File: src/verilog/afe_pkg.sv
package afe_pkg;

   // -----------------------------------------------------------------
   // Register map (printed offsets are word indices; address = 4 * index)
   // -----------------------------------------------------------------
   localparam logic [7:0] IDX_ERR_ENABLE  = 8'h06;
   localparam logic [7:0] IDX_SEQ_ENABLE  = 8'h07;
   localparam logic [7:0] IDX_ERR_FLAGS   = 8'h08;
   localparam logic [7:0] IDX_SEQ_FLAGS   = 8'h09;
   localparam logic [7:0] IDX_CTRL        = 8'h10;
   localparam logic [7:0] IDX_CONV_FLAGS  = 8'h11;
   localparam logic [7:0] IDX_STATUS      = 8'h12;

   // -----------------------------------------------------------------
   // Field positions
   // -----------------------------------------------------------------
   localparam int BIT_TRIG_ERR  = 3;
   localparam int BIT_RSTR_ERR  = 2;
   localparam int BIT_LIST_LOAD_CONFIRM_ERR  = 1;
   localparam int BIT_ABORT_DN  = 7;
   localparam int BIT_CONV_OVR  = 6;
   localparam int BIT_CTL_EN    = 0;
   localparam int BIT_CTL_SRST  = 1;
   localparam int BIT_CTL_TRIGM = 2;
   localparam int BIT_CTL_STRSQ = 3;
   localparam int BIT_CTL_RVLDB = 4;
   localparam int BIT_CTL_CSLDB = 5;
   localparam int BIT_CTL_WAIT_MODE_HALT  = 6;

   localparam logic [7:0]  RST_BYTE  = 8'h00;
   localparam logic [15:0] RST_CONV  = 16'h0000;
   localparam logic [31:0] RD_ZERO   = 32'h0000_0000;

   // Flow events from the sequencer, one-cycle pulses except the last_cmd level
   typedef struct packed {
      logic restart;         // restart event request
      logic restart_trig;    // hardware trigger generated by restart
      logic restart_loaded;  // restart finished loading first command
      logic trigger;         // trigger from data bus or internal interface
      logic seq_done;        // conversion sequence finished
      logic first_sample;    // first command of a sequence begins sampling
      logic eol_exec;        // end-of-list command executed
      logic eol_about;       // end-of-list command about to execute
      logic abort_req;       // sequence abort request
      logic abort_exec;      // sequence abort executed
      logic abort_hw_stop;   // abort generated by hardware for stop/wait
      logic last_cmd;        // last command of list executing (level)
      logic stop_exit;       // exit from stop mode
      logic first_store;     // first result of list stored
      logic [15:0] conv_set; // conversion flags 15..1 and end-of-list (bit 0)
   } afe_events_type;

   typedef enum logic [1:0] {
      ST_IDLE,
      ST_WAIT_TRIG,
      ST_RUN
   } afe_state_type;

endpackage : afe_pkg

File: src/verilog/afe_flow_flags.sv
// How it works
// - restart mode: trigger after abort sets error
// - trigger mode: trigger before first restart errs
// - trigger before sequence end sets error
// - trigger during first-sample processing sets error
// - trigger mode: restart trigger plus external trigger errs
// - trigger error halts converter operation
// - restart after trigger before list end errs
// - restart request overrun never flags restart error
// - restart mode restart without load-confirm errs
// - no load error during or with abort
// - first restart and single buffer suppress
// - write one clears, except the sticky trigger error; zero and set ignored
// - disabled converter holds all flags clear
// - executed abort sets done, except hardware
// - no done for abort at list end
// - overrun of conversion flags sets overrun
// - double buffer: flag still set overruns
// - single buffer: check at first store
// - restart and load errors clear by one
//
// Our own choice: the APB slave port.
`timescale 1ns/1ps
`default_nettype none
module afe_flow_flags
   import afe_pkg::*;
(
   // Clock, reset, enable
   input  wire logic                 I_CLK,
   input  wire logic                 I_SRST,
   input  wire logic                 I_CE,
   // APB slave
   input  wire logic                 I_PSEL,
   input  wire logic                 I_PENABLE,
   input  wire logic                 I_PWRITE,
   input  wire logic [11:0]          I_PADDR,
   input  wire logic [31:0]          I_PWDATA,
   output logic      [31:0]          O_PRDATA,
   output logic                      O_PREADY,
   output logic                      O_PSLVERR,
   // Sequencer events
   input  wire afe_pkg::afe_events_type I_EVT,
   input  wire logic                 I_LIST_LOAD_CONFIRM,
   // Status
   output logic                      O_HALT,
   output logic                      O_IRQ
);
   import afe_pkg::*;

   // ----------------------------------------------------------------
   // Bus decode
   // ----------------------------------------------------------------
   logic [7:0]  err_flags;
   logic [7:0]  seq_flags;
   logic [7:0]  err_en;
   logic [7:0]  seq_en;
   logic [6:0]  ctrl;
   logic [15:0] conv_flags;
   logic [15:0] next_conv_flags;
   afe_state_type state;
   logic        first_restart;
   logic        abort_in_progress;
   logic        trig_pending;
   logic        restart_busy;
   logic        list_active;
   logic        conv_ovr_evt;

   function automatic logic hit(input logic [11:0] addr, input logic [7:0] idx);
      hit = (addr[11:2] == {2'b00, idx}) && (addr[1:0] == 2'b00);
   endfunction : hit

   wire logic acc   = I_PSEL && I_PENABLE && !O_PREADY;
   // Writes land at the edge that completes the transfer, with ready high
   wire logic wr    = I_PSEL && I_PENABLE && O_PREADY && I_PWRITE;
   wire logic [7:0] wb = I_PWDATA[7:0];
   wire logic conv_en     = ctrl[BIT_CTL_EN];
   wire logic soft_rst    = wr && hit(I_PADDR, IDX_CTRL) && I_PWDATA[BIT_CTL_SRST];
   wire logic trig_mode   = ctrl[BIT_CTL_TRIGM];
   wire logic clr_all     = !conv_en || soft_rst;
   wire logic live        = conv_en && !err_flags[BIT_TRIG_ERR];
   wire logic w_err  = wr && hit(I_PADDR, IDX_ERR_FLAGS);
   wire logic w_seq  = wr && hit(I_PADDR, IDX_SEQ_FLAGS);
   wire logic w_conv = wr && hit(I_PADDR, IDX_CONV_FLAGS);
   wire logic mapped = hit(I_PADDR, IDX_ERR_ENABLE) || hit(I_PADDR, IDX_SEQ_ENABLE)
                    || hit(I_PADDR, IDX_ERR_FLAGS) || hit(I_PADDR, IDX_SEQ_FLAGS)
                    || hit(I_PADDR, IDX_CTRL) || hit(I_PADDR, IDX_CONV_FLAGS)
                    || hit(I_PADDR, IDX_STATUS);

   // ----------------------------------------------------------------
   // APB answer: one wait state, ready from a flop
   // ----------------------------------------------------------------
   always_ff @(posedge I_CLK)
   begin
      if (I_SRST)
      begin
         O_PREADY  <= 1'b0;
         O_PSLVERR <= 1'b0;
         O_PRDATA  <= RD_ZERO;
      end
      else if (I_CE)
      begin
         O_PREADY  <= acc;
         O_PSLVERR <= acc && !mapped;
         if (acc && !I_PWRITE)
         begin
            O_PRDATA <= RD_ZERO;
            if (hit(I_PADDR, IDX_ERR_ENABLE)) O_PRDATA[7:0] <= err_en;
            if (hit(I_PADDR, IDX_SEQ_ENABLE)) O_PRDATA[7:0] <= seq_en;
            if (hit(I_PADDR, IDX_ERR_FLAGS))  O_PRDATA[7:0] <= err_flags;
            if (hit(I_PADDR, IDX_SEQ_FLAGS))  O_PRDATA[7:0] <= seq_flags;
            if (hit(I_PADDR, IDX_CTRL))       O_PRDATA[6:0] <= ctrl;
            if (hit(I_PADDR, IDX_CONV_FLAGS)) O_PRDATA[15:0] <= conv_flags;
            if (hit(I_PADDR, IDX_STATUS))     O_PRDATA[1:0] <= {abort_in_progress, O_HALT};
         end
      end
   end

   // ----------------------------------------------------------------
   // Control and enable registers
   // ----------------------------------------------------------------
   always_ff @(posedge I_CLK)
   begin
      if (I_SRST)
      begin
         ctrl   <= 7'h00;
         err_en <= RST_BYTE;
         seq_en <= RST_BYTE;
      end
      else if (I_CE && wr)
      begin
         // Soft reset bit is self-clearing and never stored
         if (hit(I_PADDR, IDX_CTRL))       ctrl   <= I_PWDATA[6:0] & 7'h7d;
         if (hit(I_PADDR, IDX_ERR_ENABLE)) err_en <= wb & 8'h0e;
         if (hit(I_PADDR, IDX_SEQ_ENABLE)) seq_en <= wb & 8'hc0;
      end
   end

   // ----------------------------------------------------------------
   // Flow tracking
   // ----------------------------------------------------------------
   always_ff @(posedge I_CLK)
   begin
      if (I_SRST)
      begin
         state             <= ST_IDLE;
         first_restart     <= 1'b1;
         abort_in_progress <= 1'b0;
         trig_pending      <= 1'b0;
         restart_busy      <= 1'b0;
         list_active       <= 1'b0;
      end
      else if (I_CE)
      begin
         if (clr_all || I_EVT.stop_exit)
         begin
            state             <= ST_IDLE;
            first_restart     <= 1'b1;
            abort_in_progress <= 1'b0;
            trig_pending      <= 1'b0;
            restart_busy      <= 1'b0;
            list_active       <= 1'b0;
         end
         else if (live)
         begin
            if (I_EVT.restart)
               first_restart <= 1'b0;
            if (I_EVT.abort_req)
               abort_in_progress <= 1'b1;
            else if (I_EVT.abort_exec)
               abort_in_progress <= 1'b0;
            if (I_EVT.trigger || I_EVT.restart_trig)
               trig_pending <= 1'b1;
            else if (I_EVT.first_sample)
               trig_pending <= 1'b0;
            if (I_EVT.restart)
               restart_busy <= 1'b1;
            else if (I_EVT.restart_loaded)
               restart_busy <= 1'b0;
            if (I_EVT.trigger || I_EVT.restart_trig)
               list_active <= 1'b1;
            else if (I_EVT.eol_exec || I_EVT.abort_exec
                     || (I_EVT.eol_about && ctrl[BIT_CTL_STRSQ]))
               list_active <= 1'b0;
            // An executed abort forgets the list: a restart is needed again
            if (I_EVT.abort_exec)
               state <= ST_IDLE;
            else
               case (state)
                  // A restart-made trigger starts the sequence at once
                  ST_IDLE:
                     if (I_EVT.restart_trig) state <= ST_RUN;
                     else if (I_EVT.restart) state <= ST_WAIT_TRIG;
                  ST_WAIT_TRIG: if (I_EVT.trigger || I_EVT.restart_trig) state <= ST_RUN;
                  ST_RUN:       if (I_EVT.seq_done) state <= ST_WAIT_TRIG;
                  default:      state <= ST_IDLE;
               endcase
         end
      end
   end

   // ----------------------------------------------------------------
   // Error flags
   // ----------------------------------------------------------------
   wire logic trig_err_evt =
        live && I_EVT.trigger && (
        (!trig_mode && (state == ST_IDLE || restart_busy))
     || (trig_mode && state == ST_IDLE)
     || (state == ST_RUN)
     || trig_pending
     || (trig_mode && I_EVT.restart_trig));

   // Second restart while one is still loading is an overrun, not an error
   wire logic rstr_err_evt = live && I_EVT.restart && list_active
                          && !abort_in_progress && !I_EVT.abort_req
                          && !restart_busy;

   wire logic list_load_confirm_err_evt = live && !trig_mode && I_EVT.restart
                          && !I_LIST_LOAD_CONFIRM
                          && !abort_in_progress && !I_EVT.abort_req
                          && !first_restart && ctrl[BIT_CTL_CSLDB];

   always_ff @(posedge I_CLK)
   begin
      if (I_SRST)
         err_flags <= RST_BYTE;
      else if (I_CE)
      begin
         if (clr_all)
            err_flags <= RST_BYTE;
         else
         begin
            // Set wins over a simultaneous write-one clear
            err_flags[BIT_TRIG_ERR] <= err_flags[BIT_TRIG_ERR] || trig_err_evt;
            err_flags[BIT_RSTR_ERR] <= rstr_err_evt
               || (err_flags[BIT_RSTR_ERR] && !(w_err && wb[BIT_RSTR_ERR]));
            err_flags[BIT_LIST_LOAD_CONFIRM_ERR] <= list_load_confirm_err_evt
               || (err_flags[BIT_LIST_LOAD_CONFIRM_ERR] && !(w_err && wb[BIT_LIST_LOAD_CONFIRM_ERR]));
         end
      end
   end

   // ----------------------------------------------------------------
   // Sequence flags and conversion flags
   // ----------------------------------------------------------------
   wire logic abort_done_evt = live && I_EVT.abort_exec
        && !(I_EVT.abort_hw_stop)
        && !(I_EVT.last_cmd && ctrl[BIT_CTL_STRSQ]);

   assign conv_ovr_evt = live && (ctrl[BIT_CTL_RVLDB]
        ? |(conv_flags & I_EVT.conv_set)
        : (I_EVT.first_store && |conv_flags[15:1]));

   always_comb
   begin
      next_conv_flags = conv_flags;
      if (w_conv)
         next_conv_flags = conv_flags & ~I_PWDATA[15:0];
      if (live)
         next_conv_flags = next_conv_flags | I_EVT.conv_set;
   end

   always_ff @(posedge I_CLK)
   begin
      if (I_SRST)
      begin
         seq_flags  <= RST_BYTE;
         conv_flags <= RST_CONV;
      end
      else if (I_CE)
      begin
         if (clr_all)
         begin
            seq_flags  <= RST_BYTE;
            conv_flags <= RST_CONV;
         end
         else
         begin
            seq_flags[BIT_ABORT_DN] <= abort_done_evt
               || (seq_flags[BIT_ABORT_DN] && !(w_seq && wb[BIT_ABORT_DN]));
            seq_flags[BIT_CONV_OVR] <= conv_ovr_evt
               || (seq_flags[BIT_CONV_OVR] && !(w_seq && wb[BIT_CONV_OVR]));
            conv_flags <= next_conv_flags;
         end
      end
   end

   // ----------------------------------------------------------------
   // Outputs
   // ----------------------------------------------------------------
   always_ff @(posedge I_CLK)
   begin
      if (I_SRST)
      begin
         O_HALT <= 1'b0;
         O_IRQ  <= 1'b0;
      end
      else if (I_CE)
      begin
         O_HALT <= err_flags[BIT_TRIG_ERR];
         O_IRQ  <= |(err_flags & err_en) || |(seq_flags & seq_en);
      end
   end

   // ----------------------------------------------------------------
   // Checks
   // ----------------------------------------------------------------
   AST_TRIG_STICKY: assert property (@(posedge I_CLK) disable iff (I_SRST)
      I_CE && err_flags[BIT_TRIG_ERR] && conv_en && !soft_rst
      |=> err_flags[BIT_TRIG_ERR])
      else $error("trigger error flag lost without soft reset");
   AST_HALT_FOLLOWS: assert property (@(posedge I_CLK) disable iff (I_SRST)
      I_CE && err_flags[BIT_TRIG_ERR] |=> O_HALT)
      else $error("halt not raised after trigger error");
   AST_DISABLED_CLEAR: assert property (@(posedge I_CLK) disable iff (I_SRST)
      I_CE && !conv_en |=> err_flags == RST_BYTE && seq_flags == RST_BYTE)
      else $error("flags not cleared while disabled");
   AST_RUN_TRIG: assert property (@(posedge I_CLK) disable iff (I_SRST)
      I_CE && live && I_EVT.trigger && state == ST_RUN && !soft_rst
      |=> err_flags[BIT_TRIG_ERR])
      else $error("trigger during sequence not flagged");
   AST_LIST_LOAD_CONFIRM_MODE: assert property (@(posedge I_CLK) disable iff (I_SRST)
      I_CE && trig_mode && !err_flags[BIT_LIST_LOAD_CONFIRM_ERR] && !soft_rst |=> !err_flags[BIT_LIST_LOAD_CONFIRM_ERR])
      else $error("load error set in trigger mode");
   AST_LIST_LOAD_CONFIRM_ABORT: assert property (@(posedge I_CLK) disable iff (I_SRST)
      I_CE && I_EVT.abort_req && !err_flags[BIT_LIST_LOAD_CONFIRM_ERR] |=> !err_flags[BIT_LIST_LOAD_CONFIRM_ERR])
      else $error("load error set with abort request");
   AST_SET_WINS: assert property (@(posedge I_CLK) disable iff (I_SRST)
      I_CE && !clr_all && abort_done_evt |=> seq_flags[BIT_ABORT_DN])
      else $error("abort done event lost");
   AST_NO_DONE_LAST: assert property (@(posedge I_CLK) disable iff (I_SRST)
      I_CE && I_EVT.last_cmd && ctrl[BIT_CTL_STRSQ] && !seq_flags[BIT_ABORT_DN]
      |=> !seq_flags[BIT_ABORT_DN])
      else $error("abort done set at list end");
   AST_IRQ: assert property (@(posedge I_CLK) disable iff (I_SRST)
      I_CE && (err_flags & err_en) != RST_BYTE |=> O_IRQ)
      else $error("interrupt not raised");
   AST_RSTR_OVR: assert property (@(posedge I_CLK) disable iff (I_SRST)
      I_CE && restart_busy && !err_flags[BIT_RSTR_ERR] && !I_EVT.abort_exec
      |=> !err_flags[BIT_RSTR_ERR])
      else $error("restart overrun flagged");
   AST_TRIG_EARLY: assert property (@(posedge I_CLK) disable iff (I_SRST)
      I_CE && live && trig_mode && I_EVT.trigger && state == ST_IDLE && !soft_rst
      |=> err_flags[BIT_TRIG_ERR])
      else $error("trigger before first restart not flagged");
   AST_TRIG_ABORTED: assert property (@(posedge I_CLK) disable iff (I_SRST)
      I_CE && live && !trig_mode && I_EVT.trigger && !soft_rst
      && (state == ST_IDLE || restart_busy) |=> err_flags[BIT_TRIG_ERR])
      else $error("trigger without finished restart not flagged");
   AST_TRIG_DOUBLE: assert property (@(posedge I_CLK) disable iff (I_SRST)
      I_CE && live && trig_mode && I_EVT.trigger && I_EVT.restart_trig && !soft_rst
      |=> err_flags[BIT_TRIG_ERR])
      else $error("coincident triggers not flagged");
   AST_RSTR_SET: assert property (@(posedge I_CLK) disable iff (I_SRST)
      I_CE && live && I_EVT.restart && list_active && !restart_busy && !soft_rst
      && !abort_in_progress && !I_EVT.abort_req |=> err_flags[BIT_RSTR_ERR])
      else $error("restart during list not flagged");
   AST_LIST_LOAD_CONFIRM_FIRST: assert property (@(posedge I_CLK) disable iff (I_SRST)
      I_CE && (first_restart || !ctrl[BIT_CTL_CSLDB]) && !err_flags[BIT_LIST_LOAD_CONFIRM_ERR]
      |=> !err_flags[BIT_LIST_LOAD_CONFIRM_ERR])
      else $error("load error not suppressed");
   AST_DONE_HW: assert property (@(posedge I_CLK) disable iff (I_SRST)
      I_CE && I_EVT.abort_hw_stop && !seq_flags[BIT_ABORT_DN]
      |=> !seq_flags[BIT_ABORT_DN])
      else $error("abort done set for hardware abort");
   AST_OVR_DOUBLE: assert property (@(posedge I_CLK) disable iff (I_SRST)
      I_CE && live && ctrl[BIT_CTL_RVLDB] && |(conv_flags & I_EVT.conv_set) && !soft_rst
      |=> seq_flags[BIT_CONV_OVR])
      else $error("double buffer overrun not flagged");
   AST_OVR_SINGLE: assert property (@(posedge I_CLK) disable iff (I_SRST)
      I_CE && !ctrl[BIT_CTL_RVLDB] && !I_EVT.first_store && !seq_flags[BIT_CONV_OVR]
      |=> !seq_flags[BIT_CONV_OVR])
      else $error("single buffer overrun outside first store");
   AST_NO_SET_BY_WRITE: assert property (@(posedge I_CLK) disable iff (I_SRST)
      I_CE && w_err && !rstr_err_evt && !err_flags[BIT_RSTR_ERR]
      |=> !err_flags[BIT_RSTR_ERR])
      else $error("write set a restart error flag");

endmodule : afe_flow_flags
`default_nettype wire

File: config.mk
export PLATFORM = sky130hd
export DESIGN_NAME = afe_flow_flags
export DESIGN_NICKNAME = d
export VERILOG_FILES = /design/src/verilog/afe_pkg.sv /design/src/verilog/afe_flow_flags.sv
export SDC_FILE = /design/constraint.sdc
export NUM_CORES = 1
export LEC_CHECK = 0
export BUFFER_PORTS_ARGS = -buffer_cell sky130_fd_sc_hd__buf_2
export CORE_ASPECT_RATIO = 0.9
export CORE_UTILIZATION = 30
export CTS_CLUSTER_DIAMETER = 80
export DETAILED_ROUTE_END_ITERATION = 16
export PLACE_DENSITY = 0.58
export SYNTH_ARGS = -nofsm -noshare
export SYNTH_HDL_FRONTEND = slang
export SYNTH_SLANG_ARGS = --single-unit
export TNS_END_PERCENT = 5
File: constraint.sdc
create_clock -name I_CLK -period 4.19 [get_ports I_CLK]
set_input_delay 0.419 -clock I_CLK [delete_from_list [all_inputs] [get_ports I_CLK]]
set_output_delay 0.419 -clock I_CLK [all_outputs]
set_load 0.005 [all_outputs]
==> metrics.yaml <==
synth:
  syn_inst: 373
  synth_area_per_cell_um2: 8.35
  synth_edf_count: 0
  synth_area_leaders: "dfxtp_1 38%, nand2_1 6.9%, a32o_1 5.5%, mux2i_1 4.8%, nor2_1 4.2%"
  synth_top_area_share_pct: 37.9
  ys_seq_area_share_pct: 37.9
  ys_types: 60
  syn_area_um2: 3110
  yosys_warnings: 0
  ys_ff_latch: 59
  synth.most_common_cell: "dfxtp_1"
  yosysTopAreaCell: "dfxtp_1"
  synthArstFlopShare_pct: 0
  synth_common_cells: "59 x dfxtp_1, 57 x nand2_1, 35 x nor2_1"
  synthFlopType: "dfxtp_1"
grt:
  grt-ovfl-total: 0
  grt_max_degree: 39
  grt.total_usage_pct: 19.0
  grt_pass1_wl_um: 15400
  antenna_found_initial: 0
  grt_pass1_vias: 2846
sta:
  period_share_pct: 61.4
  hold_violations: 0
  setup_viol: 0
  tightestPinTransition_ps: 920
  max_freq_ghz: 0.389
  fin_crit_ps: 2570
  max_slew_margin_pct: 38.2
  rsz0062_at_grt: "no"
  fin_worst_skew_ps: 5.67
  fin_setup_tns_ps: 0
  report.final.slew_viol_count: 0
power:
  p_sw_mw: 0.315
  clkPwrFrac_pct: 52.2
  p_int_mw: 1.07
  total_power_mw: 1.38
  switching_share_pct: 22.8
  comb_power_share_pct: 6.9
  peakVddDrop_mv: 0.190
  p_per_area_nw_per_um2: 361
  seqPwrFrac_pct: 40.9
  leakagePower_nw: 1.42
routing:
  drt_first_pass_iters: 6
  vias: 3138
  vias_per_cell: 5.42
  drtIter0Drc: 239
  ant_nets: 0
  wirelength_um: 9790
  drc: 0
  avgRoutedWirePerCell_um: 16.9
setup_path:
  cp_cell_sequence: "buf_2, or4_1, nor4_4, a21boi_2, o21a_1, a32o_1"
  worst_setup_path_start_kind: "primary input"
  crit_type: "in -> reg"
  cp_slowest_cell: "or4_1"
  cp_top_family: "simple AND/OR/NAND/NOR gates"
  crit_fanout: 18
  slowest_delay_ps: 660
  critPathArrivalTime_ps: 2790
  worstPathRequired_ps: 4410
  end_kind: "flip-flop"
  cp.buffers_inverters: 1
layout:
  final_core_util_pct: 38.9
  final_nets: 530
  antenna_cells: 0
  drive_above_1_share_pct: 25.2
  areaGrowthSynthToFinish_pct: 23.3
clock_network:
  cts.path.max_buffers: 2
  ctsResizeCount: 0
  root_buffer: "clkbuf_16"
  cts_buffers: 9
  insertion_delay_ps: 330
  cts_tree: "built"
  clk_pin_slew_ps: 50
  htreeDepth: 3
  ctsHoldBuffers: 0
  post_cts_buffers: 0
  cts_sinks: 59
floorplanning:
  num_rows: 34
  io_pins: 117
  dieArea_um2: 10800
  core-area_um2: 9870
  dieHeight_um: 98.7
  die_w_um: 109
  start_util_pct: 31.6
place:
  hpwlAfterDp_um: 7420
  gp_congestion: 0.854
  port_buffers: 84
job:
  maxCapViolCount: 0
hold_path:
  timing.hold.worst.class: "in -> reg"
run_status:
  outcome: "completed"
[registers in the layout, indices dropped and copies added (netlist names), 2 cells and up]
signal      count
ctrl            6
conv_flags     16
seq_flags       2
seq_en          2
O_PRDATA       16
err_en          3
state           2
err_flags       3
[path summary, 6_finish.rpt]
kind / start / endpoint / slack, ps / cells past startpoint
max: I_PADDR[11] / conv_flags[3] / 1620 / 6
max reg2reg: O_PREADY / conv_flags[3] / 2060 / 5
min: I_EVT[9] / conv_flags[9] / 310 / 2
min reg2reg: O_PRDATA[4] / O_PRDATA[4] / 440 / 2
[stage by stage]
step                      cells  hold WS (ps)  setup WS, ps  instance area (um2)
after detailed placement    564           442          1300                 3550
after CTS                   579           306          1660                 3840
after global routing        579           308          1520                 3840
after global placement      564           439          1340                 3550
after floorplan             388           448          1820                 3170
final                       579           310          1620                 3840
[kinds of logic (layout without fill, tap and decap cells)]
family,Yosys count,count (layout),share of synthesized area [%]
DFF,59,59,37.9
xor gates and xnor gates,1,1,0.281
muxes,18,18,5.91
buffers and inverters,42,107,7.59
AOI/OAI and AO/OA,99,99,23.3
and+or+nand+nor,153,153,24.9
other,1,16,0.120
[final cells by class]
| type | count | area [um2] |
|---|---|---|
| Tap cell | 126 | 158 |
| Fill cell | 1022 | 6030 |
| Clock buffer | 10 | 239 |
| Clock inverter | 5 | 53.8 |
| Sequential cell | 59 | 1180 |
| Multi-Input combinational cell | 287 | 1750 |
| Inverter | 7 | 26.3 |
| Timing Repair Buffer | 85 | 428 |
[cells in the final DEF (no fill, tap or decap), types with 6 or more instances in the layout]
cell        n
nand2b_1    6
nor2_1     35
nor3_1      6
nand3_1    14
a22oi_1    12
a32o_1     17
mux2i_1    15
nand2_1    57
nor4_1      9
dfxtp_1    59
buf_2      84
o22ai_1     6
clkbuf_16   9
a21oi_1    20
conb_1     16
o21ai_0    14
[worst reg2reg max path: stages (launching register included)]
cell      delay (ps)
dfxtp_1          410
and4_1           320
and3_1           290
a21boi_2         130
o21a_1           490
a32o_1           380
[layer usage]
metal | GRT usage (%) | share of wire, % | vias to the layer above
li1 | - | - | 1519
met1 | 28.5 | 50 | 1501
met2 | 26.5 | 43 | 107
met3 | 3.37 | 5.4 | 11
met4 | 7.28 | 1.5 | 0
met5 | 0 | 0 | -
[power groups by stage]
| stage | Sequential (mW) | Clock [mW] | Combinational, mW |
|---|---|---|---|
| final | 0.566 | 0.723 | 0.0956 |
| after CTS | 0.565 | 0.732 | 0.0948 |
| after global routing | 0.565 | 0.760 | 0.106 |
| after floorplan | 0.577 | 0 | 0.0545 |
| after detailed placement | 0.577 | 0 | 0.0948 |
| after global placement | 0.577 | 0 | 0.0939 |
Note: power is estimated with default switching activity, not from simulation.
